==> src/rtl/cpmc_pkg.sv <==
// Purpose: shared constants and types for the programmable macrocell
// Assumes: one core clock, synchronous active-low reset, word-wide register port
// Notes: Operation list follows
// Operation
// - register data comes from the xor gate or a dedicated product term
// - storage element works as d, t, jk or sr flip-flop
// - latch mode passes data while clock high, holds while clock low
// - clock is the global clock pin or a product term; rising edge updates
// - with global clock, a product term enable low makes edges ignored
// - async reset is clear pin, product term, their or, or off
// - async preset is a product term or off
// - output registered or combinatorial; registered output also feeds back
// - combinatorial output feeds back itself or register when dedicated term feeds it
// - output buffer can be always on or always off; pin then an input
// - output enable can also be either enable pin or a product term
// - product terms see the 68-bit global bus, true and complement
// - each macrocell drives an inverted product term onto a 16-wide regional bus
// - regional foldback terms allow sums of up to 21 product terms
// - five product terms, each fed by global and regional buses
package cpmc_pkg;
    localparam int GSIG = 34;
    localparam int BUS_W = 68;
    localparam int RBUS_W = 16;
    localparam int N_PT = 5;
    localparam int MASK_W = 84;
    localparam int MASK_WORDS = 3;
    localparam int N_MASK = 15;
    localparam int ADDR_W = 8;
    localparam logic [7:0] CFG_OFF = 8'h00;
    localparam logic [7:0] ALLOC_OFF = 8'h04;
    localparam logic [7:0] STAT_OFF = 8'h08;
    localparam logic [7:0] MASK_OFF = 8'h10;
    localparam logic [7:0] MASK_END = 8'h48;
    localparam int CFG_DSEL = 0;
    localparam int CFG_MODE = 1;
    localparam int CFG_CLKSEL = 4;
    localparam int CFG_CE_EN = 5;
    localparam int CFG_AR = 6;
    localparam int CFG_APSEL = 8;
    localparam int CFG_OSEL = 9;
    localparam int CFG_FBSEL = 10;
    localparam int CFG_OE = 11;
    localparam int CFG_XOR = 14;
    localparam int CFG_OR = 16;
    localparam int AL_DATA = 0;
    localparam int AL_AUX = 3;
    localparam int AL_CLK = 6;
    localparam int AL_CE = 9;
    localparam int AL_AR = 12;
    localparam int AL_AP = 15;
    localparam int AL_OE = 18;
    localparam int AL_XOR = 21;
    localparam int AL_FOLD = 24;
    localparam logic [31:0] CFG_RST = 32'h0000_0000;
    localparam logic [31:0] ALLOC_RST = 32'h0000_0000;
    localparam logic [31:0] MASK_RST = 32'h0000_0000;
    typedef enum logic [2:0] {
        MODE_D = 3'h0, MODE_T = 3'h1, MODE_SR = 3'h3, MODE_JK = 3'h2, MODE_LATCH = 3'h6
    } cpmc_mode_t;
    typedef enum logic [1:0] {
        AR_OFF = 2'h0, AR_GLOBAL_CLEAR_PIN = 2'h1, AR_PT = 2'h3, AR_OR = 2'h2
    } cpmc_ar_t;
    typedef enum logic [2:0] {
        OE_ON = 3'h0, OE_OFF = 3'h1, OE_PIN_A = 3'h3, OE_PIN_B = 3'h2, OE_PT = 3'h6
    } cpmc_oe_t;
    typedef enum logic [1:0] {
        XOR_LOW = 2'h0, XOR_HIGH = 2'h1, XOR_PT = 2'h3
    } cpmc_xor_t;
endpackage

==> src/rtl/cpmc_pterm.sv <==
// Purpose: one product term of the macrocell array
// Assumes: mask bit high means the literal takes part in the and
// Notes: an empty mask gives a term that is always true
`timescale 1ns/1ps
`default_nettype none
module cpmc_pterm #(
    parameter int W = 84
) (
    input wire logic [W-1:0] lits,
    input wire logic [W-1:0] mask,
    output logic term
);
    assign term = &(lits | ~mask);
endmodule
`default_nettype wire

==> src/rtl/cpmc_store.sv <==
// Purpose: configurable storage element of the macrocell
// Assumes: the macrocell clock arrives as a level sampled on core_clk
// Notes: async reset and preset take effect at the next core_clk edge
`timescale 1ns/1ps
`default_nettype none
module cpmc_store (
    input wire logic core_clk,
    input wire logic rst_n,
    input wire cpmc_pkg::cpmc_mode_t mode,
    input wire logic clk_lvl,
    input wire logic ce,
    input wire logic din_a,
    input wire logic din_b,
    input wire logic ar,
    input wire logic ap,
    output logic q
);
    logic clk_prev_reg;
    logic edge_seen;

    always_ff @(posedge core_clk)
    begin
        if (!rst_n)
            clk_prev_reg <= 1'b0;
        else
            clk_prev_reg <= clk_lvl;
    end

    assign edge_seen = clk_lvl && !clk_prev_reg;

    always_ff @(posedge core_clk)
    begin
        if (!rst_n)
            q <= 1'b0;
        else if (ar)
            q <= 1'b0;
        else if (ap)
            q <= 1'b1;
        else if (mode == cpmc_pkg::MODE_LATCH)
        begin
            if (clk_lvl)
                q <= din_a;
        end
        else if (edge_seen && ce)
        begin
            case (mode)
                cpmc_pkg::MODE_D: q <= din_a;
                cpmc_pkg::MODE_T: q <= q ^ din_a;
                cpmc_pkg::MODE_JK: q <= (din_a && !q) || (!din_b && q);
                // s and r together clear, a safe reading of the forbidden case
                cpmc_pkg::MODE_SR: q <= (din_a && !din_b) || (q && !din_b);
                default: q <= q;
            endcase
        end
    end

    ar_clear_a: assert property (@(posedge core_clk) disable iff (!rst_n)
        ar |=> !q) else $error("reset did not clear storage");
    ap_set_a: assert property (@(posedge core_clk) disable iff (!rst_n)
        ap && !ar |=> q) else $error("preset did not set storage");
    ce_hold_a: assert property (@(posedge core_clk) disable iff (!rst_n)
        mode != cpmc_pkg::MODE_LATCH && !ce && !ar && !ap |=> $stable(q))
        else $error("storage moved while enable low");
    latch_pass_a: assert property (@(posedge core_clk) disable iff (!rst_n)
        mode == cpmc_pkg::MODE_LATCH && clk_lvl && !ar && !ap |=> q == $past(din_a))
        else $error("latch not transparent");
    latch_hold_a: assert property (@(posedge core_clk) disable iff (!rst_n)
        mode == cpmc_pkg::MODE_LATCH && !clk_lvl && !ar && !ap |=> $stable(q))
        else $error("latch did not hold");
    d_edge_a: assert property (@(posedge core_clk) disable iff (!rst_n)
        mode == cpmc_pkg::MODE_D && clk_lvl && !clk_prev_reg && ce && !ar && !ap
        |=> q == $past(din_a)) else $error("d flip-flop missed edge");
    t_toggle_a: assert property (@(posedge core_clk) disable iff (!rst_n)
        mode == cpmc_pkg::MODE_T && edge_seen && ce && din_a && !ar && !ap
        |=> q != $past(q)) else $error("t flip-flop did not toggle");
endmodule
`default_nettype wire

==> src/rtl/cpmc_top.sv <==
// Purpose: one programmable logic macrocell with its product terms and output logic
// Assumes: all inputs synchronous to core_clk; config written over the register port
// Notes: every output is registered, so pin effects show one cycle after their cause
//
// The implementer's own choices: the address map and the address-and-strobe port.
`timescale 1ns/1ps
`default_nettype none
module cpmc_top (
    input wire logic core_clk,
    input wire logic rst_n,
    input wire logic [cpmc_pkg::ADDR_W-1:0] addr,
    input wire logic [31:0] wdata,
    input wire logic wr,
    input wire logic rd,
    output logic [31:0] rdata,
    input wire logic [cpmc_pkg::GSIG-1:0] global_sig,
    input wire logic [cpmc_pkg::RBUS_W-1:0] regional_in,
    input wire logic cascade_input,
    input wire logic glob_clk,
    input wire logic global_clear_pin_n,
    input wire logic output_enable_pin_a_n,
    input wire logic output_enable_pin_b_n,
    output logic pin_out,
    output logic pin_oe,
    output logic buried_fb,
    output logic foldback_out
);
    logic [31:0] cfg_reg;
    logic [31:0] alloc_reg;
    logic [31:0] mask_reg [cpmc_pkg::N_MASK];
    logic [cpmc_pkg::BUS_W-1:0] gbus;
    logic [cpmc_pkg::MASK_W-1:0] pbus;
    logic [cpmc_pkg::N_PT-1:0] pt;
    logic dsel, clksel, ce_en, apsel, osel, fbsel;
    cpmc_pkg::cpmc_mode_t mode;
    cpmc_pkg::cpmc_ar_t arsel;
    cpmc_pkg::cpmc_oe_t oesel;
    cpmc_pkg::cpmc_xor_t xorsel;
    logic [cpmc_pkg::N_PT-1:0] or_mask;
    logic or_sum, xor_in, xor_out;
    logic din_a, din_b, clk_lvl, ce, ar, ap, q;
    logic fold_pt, out_next, fb_next;
    logic oe_next;

    // out-of-range allocator index picks a constant low term
    function automatic logic pick(input logic [cpmc_pkg::N_PT-1:0] terms,
                                  input logic [2:0] idx);
        logic r;
        r = 1'b0;
        if (idx < 3'(cpmc_pkg::N_PT))
            r = terms[idx];
        return r;
    endfunction

    function automatic logic mask_hit(input logic [cpmc_pkg::ADDR_W-1:0] a);
        return a >= cpmc_pkg::MASK_OFF && a <= cpmc_pkg::MASK_END && a[1:0] == 2'h0;
    endfunction

    function automatic logic [3:0] mask_idx(input logic [cpmc_pkg::ADDR_W-1:0] a);
        logic [cpmc_pkg::ADDR_W-1:0] off;
        off = a - cpmc_pkg::MASK_OFF;
        return off[5:2];
    endfunction

    // register writes; unmapped and read-only addresses ignore the strobe
    always_ff @(posedge core_clk)
    begin
        if (!rst_n)
        begin
            cfg_reg <= cpmc_pkg::CFG_RST;
            alloc_reg <= cpmc_pkg::ALLOC_RST;
        end
        else if (wr)
        begin
            if (addr == cpmc_pkg::CFG_OFF)
                cfg_reg <= wdata;
            if (addr == cpmc_pkg::ALLOC_OFF)
                alloc_reg <= wdata;
        end
    end

    always_ff @(posedge core_clk)
    begin
        if (!rst_n)
        begin
            for (int i = 0; i < cpmc_pkg::N_MASK; i++)
                mask_reg[i] <= cpmc_pkg::MASK_RST;
        end
        else if (wr && mask_hit(addr))
        begin
            mask_reg[mask_idx(addr)] <= wdata;
        end
    end

    // read data stand only in the cycle after the strobe
    always_ff @(posedge core_clk)
    begin
        if (!rst_n)
            rdata <= 32'h0000_0000;
        else if (!rd)
            rdata <= 32'h0000_0000;
        else if (addr == cpmc_pkg::CFG_OFF)
            rdata <= cfg_reg;
        else if (addr == cpmc_pkg::ALLOC_OFF)
            rdata <= alloc_reg;
        else if (addr == cpmc_pkg::STAT_OFF)
            rdata <= {22'h000000, pt, foldback_out, buried_fb, pin_oe, pin_out, q};
        else if (mask_hit(addr))
            rdata <= mask_reg[mask_idx(addr)];
        else
            rdata <= 32'h0000_0000;
    end

    // configuration fields
    assign dsel = cfg_reg[cpmc_pkg::CFG_DSEL];
    assign mode = cpmc_pkg::cpmc_mode_t'(cfg_reg[cpmc_pkg::CFG_MODE +: 3]);
    assign clksel = cfg_reg[cpmc_pkg::CFG_CLKSEL];
    assign ce_en = cfg_reg[cpmc_pkg::CFG_CE_EN];
    assign arsel = cpmc_pkg::cpmc_ar_t'(cfg_reg[cpmc_pkg::CFG_AR +: 2]);
    assign apsel = cfg_reg[cpmc_pkg::CFG_APSEL];
    assign osel = cfg_reg[cpmc_pkg::CFG_OSEL];
    assign fbsel = cfg_reg[cpmc_pkg::CFG_FBSEL];
    assign oesel = cpmc_pkg::cpmc_oe_t'(cfg_reg[cpmc_pkg::CFG_OE +: 3]);
    assign xorsel = cpmc_pkg::cpmc_xor_t'(cfg_reg[cpmc_pkg::CFG_XOR +: 2]);
    assign or_mask = cfg_reg[cpmc_pkg::CFG_OR +: cpmc_pkg::N_PT];

    // every signal in true and complemented form
    assign gbus = {~global_sig, global_sig};
    // regional foldbacks widen the fan-in without extra array depth
    assign pbus = {regional_in, gbus};

    genvar k;
    generate
        for (k = 0; k < cpmc_pkg::N_PT; k++)
        begin : g_pt
            cpmc_pterm #(.W(cpmc_pkg::MASK_W)) u_pt (
                .lits(pbus),
                .mask({mask_reg[3*k+2][cpmc_pkg::MASK_W-65:0],
                       mask_reg[3*k+1], mask_reg[3*k]}),
                .term(pt[k])
            );
        end
    endgenerate

    // or gate, cascade chain and xor with its selectable second input
    assign or_sum = |(pt & or_mask) | cascade_input;

    always_comb
    begin
        case (xorsel)
            cpmc_pkg::XOR_LOW: xor_in = 1'b0;
            cpmc_pkg::XOR_HIGH: xor_in = 1'b1;
            cpmc_pkg::XOR_PT: xor_in = pick(pt, alloc_reg[cpmc_pkg::AL_XOR +: 3]);
            default: xor_in = 1'b0;
        endcase
    end

    assign xor_out = or_sum ^ xor_in;

    // storage element inputs
    assign din_a = dsel ? pick(pt, alloc_reg[cpmc_pkg::AL_DATA +: 3]) : xor_out;
    assign din_b = pick(pt, alloc_reg[cpmc_pkg::AL_AUX +: 3]);
    assign clk_lvl = clksel ? pick(pt, alloc_reg[cpmc_pkg::AL_CLK +: 3]) : glob_clk;
    // the enable only exists with the global clock pin as source
    assign ce = (!clksel && ce_en) ? pick(pt, alloc_reg[cpmc_pkg::AL_CE +: 3]) : 1'b1;

    always_comb
    begin
        case (arsel)
            cpmc_pkg::AR_OFF: ar = 1'b0;
            cpmc_pkg::AR_GLOBAL_CLEAR_PIN: ar = !global_clear_pin_n;
            cpmc_pkg::AR_PT: ar = pick(pt, alloc_reg[cpmc_pkg::AL_AR +: 3]);
            cpmc_pkg::AR_OR: ar = !global_clear_pin_n ||
                                  pick(pt, alloc_reg[cpmc_pkg::AL_AR +: 3]);
            default: ar = 1'b0;
        endcase
    end

    assign ap = apsel && pick(pt, alloc_reg[cpmc_pkg::AL_AP +: 3]);

    cpmc_store u_store (
        .core_clk(core_clk),
        .rst_n(rst_n),
        .mode(mode),
        .clk_lvl(clk_lvl),
        .ce(ce),
        .din_a(din_a),
        .din_b(din_b),
        .ar(ar),
        .ap(ap),
        .q(q)
    );

    // output and feedback selection
    assign out_next = osel ? xor_out : q;
    // register feedback from a combinatorial cell needs the dedicated data term
    assign fb_next = !osel ? q : ((fbsel && dsel) ? q : xor_out);

    always_comb
    begin
        case (oesel)
            cpmc_pkg::OE_ON: oe_next = 1'b1;
            cpmc_pkg::OE_OFF: oe_next = 1'b0;
            cpmc_pkg::OE_PIN_A: oe_next = !output_enable_pin_a_n;
            cpmc_pkg::OE_PIN_B: oe_next = !output_enable_pin_b_n;
            cpmc_pkg::OE_PT: oe_next = pick(pt, alloc_reg[cpmc_pkg::AL_OE +: 3]);
            default: oe_next = 1'b0;
        endcase
    end

    assign fold_pt = pick(pt, alloc_reg[cpmc_pkg::AL_FOLD +: 3]);

    // pins and buses stay driven with the buffer off, so the cell keeps working
    always_ff @(posedge core_clk)
    begin
        if (!rst_n)
        begin
            pin_out <= 1'b0;
            pin_oe <= 1'b0;
            buried_fb <= 1'b0;
            foldback_out <= 1'b0;
        end
        else
        begin
            pin_out <= out_next;
            pin_oe <= oe_next;
            buried_fb <= fb_next;
            foldback_out <= !fold_pt;
        end
    end

    out_reg_a: assert property (@(posedge core_clk) disable iff (!rst_n)
        !osel |=> pin_out == $past(q) && buried_fb == $past(q))
        else $error("registered output and feedback differ");
    fb_comb_a: assert property (@(posedge core_clk) disable iff (!rst_n)
        osel && !(fbsel && dsel) |=> buried_fb == $past(xor_out))
        else $error("combinatorial feedback wrong");
    fb_reg_a: assert property (@(posedge core_clk) disable iff (!rst_n)
        osel && fbsel && dsel |=> buried_fb == $past(q) && pin_out == $past(xor_out))
        else $error("buried register feedback wrong");
    oe_off_a: assert property (@(posedge core_clk) disable iff (!rst_n)
        oesel == cpmc_pkg::OE_OFF |=> !pin_oe) else $error("disabled buffer drives");
    oe_pin_a: assert property (@(posedge core_clk) disable iff (!rst_n)
        oesel == cpmc_pkg::OE_PIN_A |=> pin_oe == !$past(output_enable_pin_a_n))
        else $error("enable pin a not followed");
    fold_inv_a: assert property (@(posedge core_clk) disable iff (!rst_n)
        1'b1 |=> foldback_out == !$past(fold_pt))
        else $error("foldback not inverted term");
    global_clear_pin_clear_a: assert property (@(posedge core_clk) disable iff (!rst_n)
        arsel == cpmc_pkg::AR_GLOBAL_CLEAR_PIN && !global_clear_pin_n |=> !q)
        else $error("clear pin did not reset");
    data_sel_a: assert property (@(posedge core_clk) disable iff (!rst_n)
        !dsel && mode == cpmc_pkg::MODE_LATCH && clk_lvl && !ar && !ap
        |=> q == $past(xor_out)) else $error("xor path not used as data");

    // register port: data only after a strobe, read-only and unmapped words inert
    rd_idle_a: assert property (@(posedge core_clk) disable iff (!rst_n)
        !rd
        |=> rdata == 32'h0000_0000) else $error("read data without strobe");
    rd_cfg_a: assert property (@(posedge core_clk) disable iff (!rst_n)
        rd && addr == cpmc_pkg::CFG_OFF
        |=> rdata == $past(cfg_reg)) else $error("config read wrong");
    rd_alloc_a: assert property (@(posedge core_clk) disable iff (!rst_n)
        rd && addr == cpmc_pkg::ALLOC_OFF
        |=> rdata == $past(alloc_reg)) else $error("allocator read wrong");
    rd_stat_a: assert property (@(posedge core_clk) disable iff (!rst_n)
        rd && addr == cpmc_pkg::STAT_OFF
        |=> rdata[0] == $past(q)) else $error("status storage bit wrong");
    rd_unmapped_a: assert property (@(posedge core_clk) disable iff (!rst_n)
        rd && addr > cpmc_pkg::MASK_END
        |=> rdata == 32'h0000_0000) else $error("unmapped read not zero");
    stat_wr_a: assert property (@(posedge core_clk) disable iff (!rst_n)
        wr && addr == cpmc_pkg::STAT_OFF
        |=> $stable(cfg_reg) && $stable(alloc_reg)) else $error("status write landed");

    // control sources of the storage element
    ar_off_a: assert property (@(posedge core_clk) disable iff (!rst_n)
        arsel == cpmc_pkg::AR_OFF
        |-> !ar) else $error("reset active while off");
    ar_or_a: assert property (@(posedge core_clk) disable iff (!rst_n)
        arsel == cpmc_pkg::AR_OR && !global_clear_pin_n
        |-> ar) else $error("clear pin missing from or");
    ar_term_a: assert property (@(posedge core_clk) disable iff (!rst_n)
        arsel == cpmc_pkg::AR_PT && pick(pt, alloc_reg[cpmc_pkg::AL_AR +: 3])
        |=> !q) else $error("reset term did not clear");
    ap_off_a: assert property (@(posedge core_clk) disable iff (!rst_n)
        !apsel
        |-> !ap) else $error("preset active while off");
    clk_src_a: assert property (@(posedge core_clk) disable iff (!rst_n)
        !clksel
        |-> clk_lvl == glob_clk) else $error("global clock not selected");
    ce_term_clk_a: assert property (@(posedge core_clk) disable iff (!rst_n)
        clksel
        |-> ce) else $error("enable gated a term clock");
    din_xor_a: assert property (@(posedge core_clk) disable iff (!rst_n)
        !dsel
        |-> din_a == xor_out) else $error("data not from xor");
    xor_high_a: assert property (@(posedge core_clk) disable iff (!rst_n)
        xorsel == cpmc_pkg::XOR_HIGH
        |-> xor_out == !or_sum) else $error("xor high level wrong");

    // output buffer enable sources
    oe_on_a: assert property (@(posedge core_clk) disable iff (!rst_n)
        oesel == cpmc_pkg::OE_ON
        |=> pin_oe) else $error("enabled buffer off");
    oe_pin_b_a: assert property (@(posedge core_clk) disable iff (!rst_n)
        oesel == cpmc_pkg::OE_PIN_B
        |=> pin_oe == !$past(output_enable_pin_b_n)) else $error("enable pin b not followed");
endmodule
`default_nettype wire

==> config.mk <==
export PLATFORM = sky130hd
export DESIGN_NAME = cpmc_top
export DESIGN_NICKNAME = d
export VERILOG_FILES = /design/src/rtl/cpmc_pkg.sv /design/src/rtl/cpmc_pterm.sv /design/src/rtl/cpmc_store.sv /design/src/rtl/cpmc_top.sv
export SDC_FILE = /design/constraint.sdc
export NUM_CORES = 1
export LEC_CHECK = 0
export BUFFER_PORTS_ARGS = -buffer_cell sky130_fd_sc_hd__buf_2
export CAP_MARGIN = 20
export CORE_MARGIN = 1
export CORE_UTILIZATION = 60
export DETAILED_ROUTE_END_ITERATION = 8
export GPL_TIMING_DRIVEN = 0
export PLACE_DENSITY_LB_ADDON = 0.3
export SYNTH_ARGS = -nofsm -noshare
export SYNTH_HDL_FRONTEND = slang
export SYNTH_SLANG_ARGS = --single-unit
==> constraint.sdc <==
create_clock -name core_clk -period 5.4 [get_ports core_clk]
set_input_delay 0.27 -clock core_clk [delete_from_list [all_inputs] [get_ports core_clk]]
set_output_delay 0.27 -clock core_clk [all_outputs]
set_load 0.05 [all_outputs]
==> impl_metrics.json <==
{
  "clk_latency_ps": 620,
  "relSlewSlack_pct": 10.2,
  "switching_power_uw": 2910,
  "place.gp.congestion": 1.05,
  "wirelength_um": 124000,
  "async_flop_share_pct": 0,
  "drt_iter0_markers": 4073,
  "vdd_drop_max_v": 0.000313,
  "drv_cap": 0,
  "routedWlPerCell_um": 37.3,
  "period_share_pct": 90.0,
  "syn-num-nets": 2490,
  "vias_per_cell": 7.05,
  "cts_resized": 0,
  "dieArea_sq_mm": 0.0516,
  "synth_warnings": 0,
  "grt_pass1_wl_um": 168000,
  "intPower_uw": 8370,
  "dr.pass1.iters": 6,
  "power.clock.fraction_pct": 41.0,
  "fin_skew_ps": 27.5,
  "cts_htree_levels": 3,
  "fill_cells": 3508,
  "synth_top_area_share_pct": 50.6,
  "post_cts_buffers": 0,
  "clock_path_buffers": 3,
  "core_region_area_sq_mm": 0.0501,
  "synth-seq-cells": 614,
  "path_class": "in -> reg",
  "synth_edf_count": 512,
  "synth_flop_cell": "edfxtp_1",
  "grt_max_degree": 27,
  "drcViolationCount": 0,
  "max_freq_mhz": 206,
  "vias": 23400,
  "syn_to_final_growth_pct": 14.4,
  "cts_buffers": 67,
  "yosysSeqAreaShare_pct": 57.3,
  "io_buffers": 102,
  "period_minus_slack_ps": 4860,
  "setup_slack_ps": 538,
  "status": "finished clean",
  "p_leak_uw": 0.0123,
  "start_util_pct": 60.7,
  "grt_usage_pct": 48.8,
  "rows": 82,
  "chipHeight_um": 227,
  "crit_arrival_ps": 5360,
  "antenna_found_initial": 6,
  "syn_inst": 2385,
  "swShare_pct": 25.8,
  "fin_nets": 2703,
  "grt_pass1_vias": 22500,
  "cp_slowest_cell": "clkbuf_1",
  "drive_gt1_share_pct": 15.9,
  "avgSynthCellArea_sq_um": 12.7,
  "max_stage_delay_ps": 900,
  "crit_chain": "clkbuf_1, mux2i_1, nand4_1, nor4b_1, nand4_1, nor2_1, a22oi_1, a31o_1, a31o_1, and2_0, o311a_1",
  "finalHoldViolCount": 0,
  "cts_tree": "built",
  "holdBufCountCts": 13,
  "grt.overflow.total": 0,
  "design_area_sq_mm": 0.0348,
  "dpl.hpwl_um": 95200,
  "cp_max_fo": 9,
  "die_w_um": 227,
  "synth.most_common_cell": "edfxtp_1",
  "final_util_pct": 69.5,
  "worstPathRequired_ps": 5900,
  "hold_ws_ps": 22.7,
  "post-place-ws_ps": -60.5,
  "syn_area_sq_mm": 0.0304,
  "synth_commonest_cells": "edfxtp_1 (512), and2_1 (484), nand2_1 (206)",
  "multiInputGateArea_sq_mm": 0.0121,
  "seqCellArea_sq_mm": 0.0174,
  "p_seq_share_pct": 48.5,
  "drtAntennaViolNets": 0,
  "ioPinCount": 135,
  "setup_viol": 0,
  "end_kind": "flop",
  "cts_sinks": 614,
  "dpl_cell_area_sq_mm": 0.0324,
  "cp-start-kind": "input pin",
  "yosysUniqueCellTypes": 64,
  "cts_root_buffer": "clkbuf_16",
  "clk_pin_slew_ps": 60,
  "largest_reg_flops": 512,
  "p_comb_share_pct": 10.6,
  "rsz0062_at_grt": "false",
  "slew_violations": 0,
  "cellPowerDensity_mw_per_mm2": 324,
  "hp-class": "in -> reg",
  "synth.largest_area_cell": "edfxtp_1",
  "synth.area.top_cells": "edfxtp_1 (51%), mux4_2 (12%), and2_1 (10%), dfxtp_1 (6.7%), nand2_1 (2.5%)",
  "worstMarginPinSlew_ps": 1350
}
routing by layer:
metal	GRT usage, %	up-vias	share of wire [%]
met5	0	-	0.035
met4	36.5	8	9.0
met3	15.8	496	15
met2	73.2	2218	44
met1	59.2	11500	33
li1	-	9220	-
layout by cell type (no fill, tap or decap), drive strengths merged, types with 25 or more instances in the layout:
cell type and instances:
mux4 163, a211oi 25, nor2b 50, nand2 206, nor2 62, buf 146
and2 485, a21oi 46, and3 27, mux2i 36, inv 91, clkinv 27
a21boi 64, nand2b 52, edfxtp 512, o2111ai 25, dfxtp 102, o21ai 29
clkbuf 260
power by group through the flow:
stage               Sequential, uW  Combinational [uW]  Clock, uW
detailed placement            5550                1110          0
CTS                           5460                1120       4570
global route                  5470                1190       4750
finish                        5470                1190       4620
global placement              5570                1040          0
floorplan                     5500                 548          0
critical path, delay by kind of cell:
family                 cells  cell delay [ps]
AOI/OAI and AO/OA          4             1190
buffers and inverters      1              900
muxes                      1              660
and+or+nand+nor            5             2340
path summary, 6_finish.rpt:
check / from / slack (ps) / cells past startpoint / to
setup reg to reg: mask_reg[10][27] / 800 / 10 / u_store.q
hold / removal: wdata[13] / 20 / 3 / alloc_reg[13]
setup / recovery: global_sig[6] / 540 / 11 / u_store.q
hold reg to reg: alloc_reg[30] / 480 / 2 / alloc_reg[30]
cell type report:
cell class              count  share of cell area (%)
diodes                      2                  0.0144
multi-input cells        1495                    34.8
clock inverters            36                   0.888
repair buffers            144                    3.45
plain buffers             190                    2.08
flip-flops and latches    614                    50.1
well taps                 672                    2.42
clock buffers              85                    5.32
inverters                  86                   0.928
metrics by stage:
step	instances	setup TNS, ps	total power (uW)
2_1_floorplan	2385	0	6040
3_3_place_gp	3159	-1182170	6610
3_5_place_dp	3184	-639	6660
4_1_cts	3318	0	11100
5_1_grt	3322	0	11400
6_report	3324	0	11300
cells by family after synthesis:
family                   share of synthesized area, %
AO/OA/AOI/OAI                                    7.88
adder cells (fa/ha/maj)                         0.247
buffers and inverters                            3.44
flip-flops                                       57.3
multiplexers                                     13.4
AND/OR/NAND/NOR                                  17.7
(Power assumes the default switching activity.)
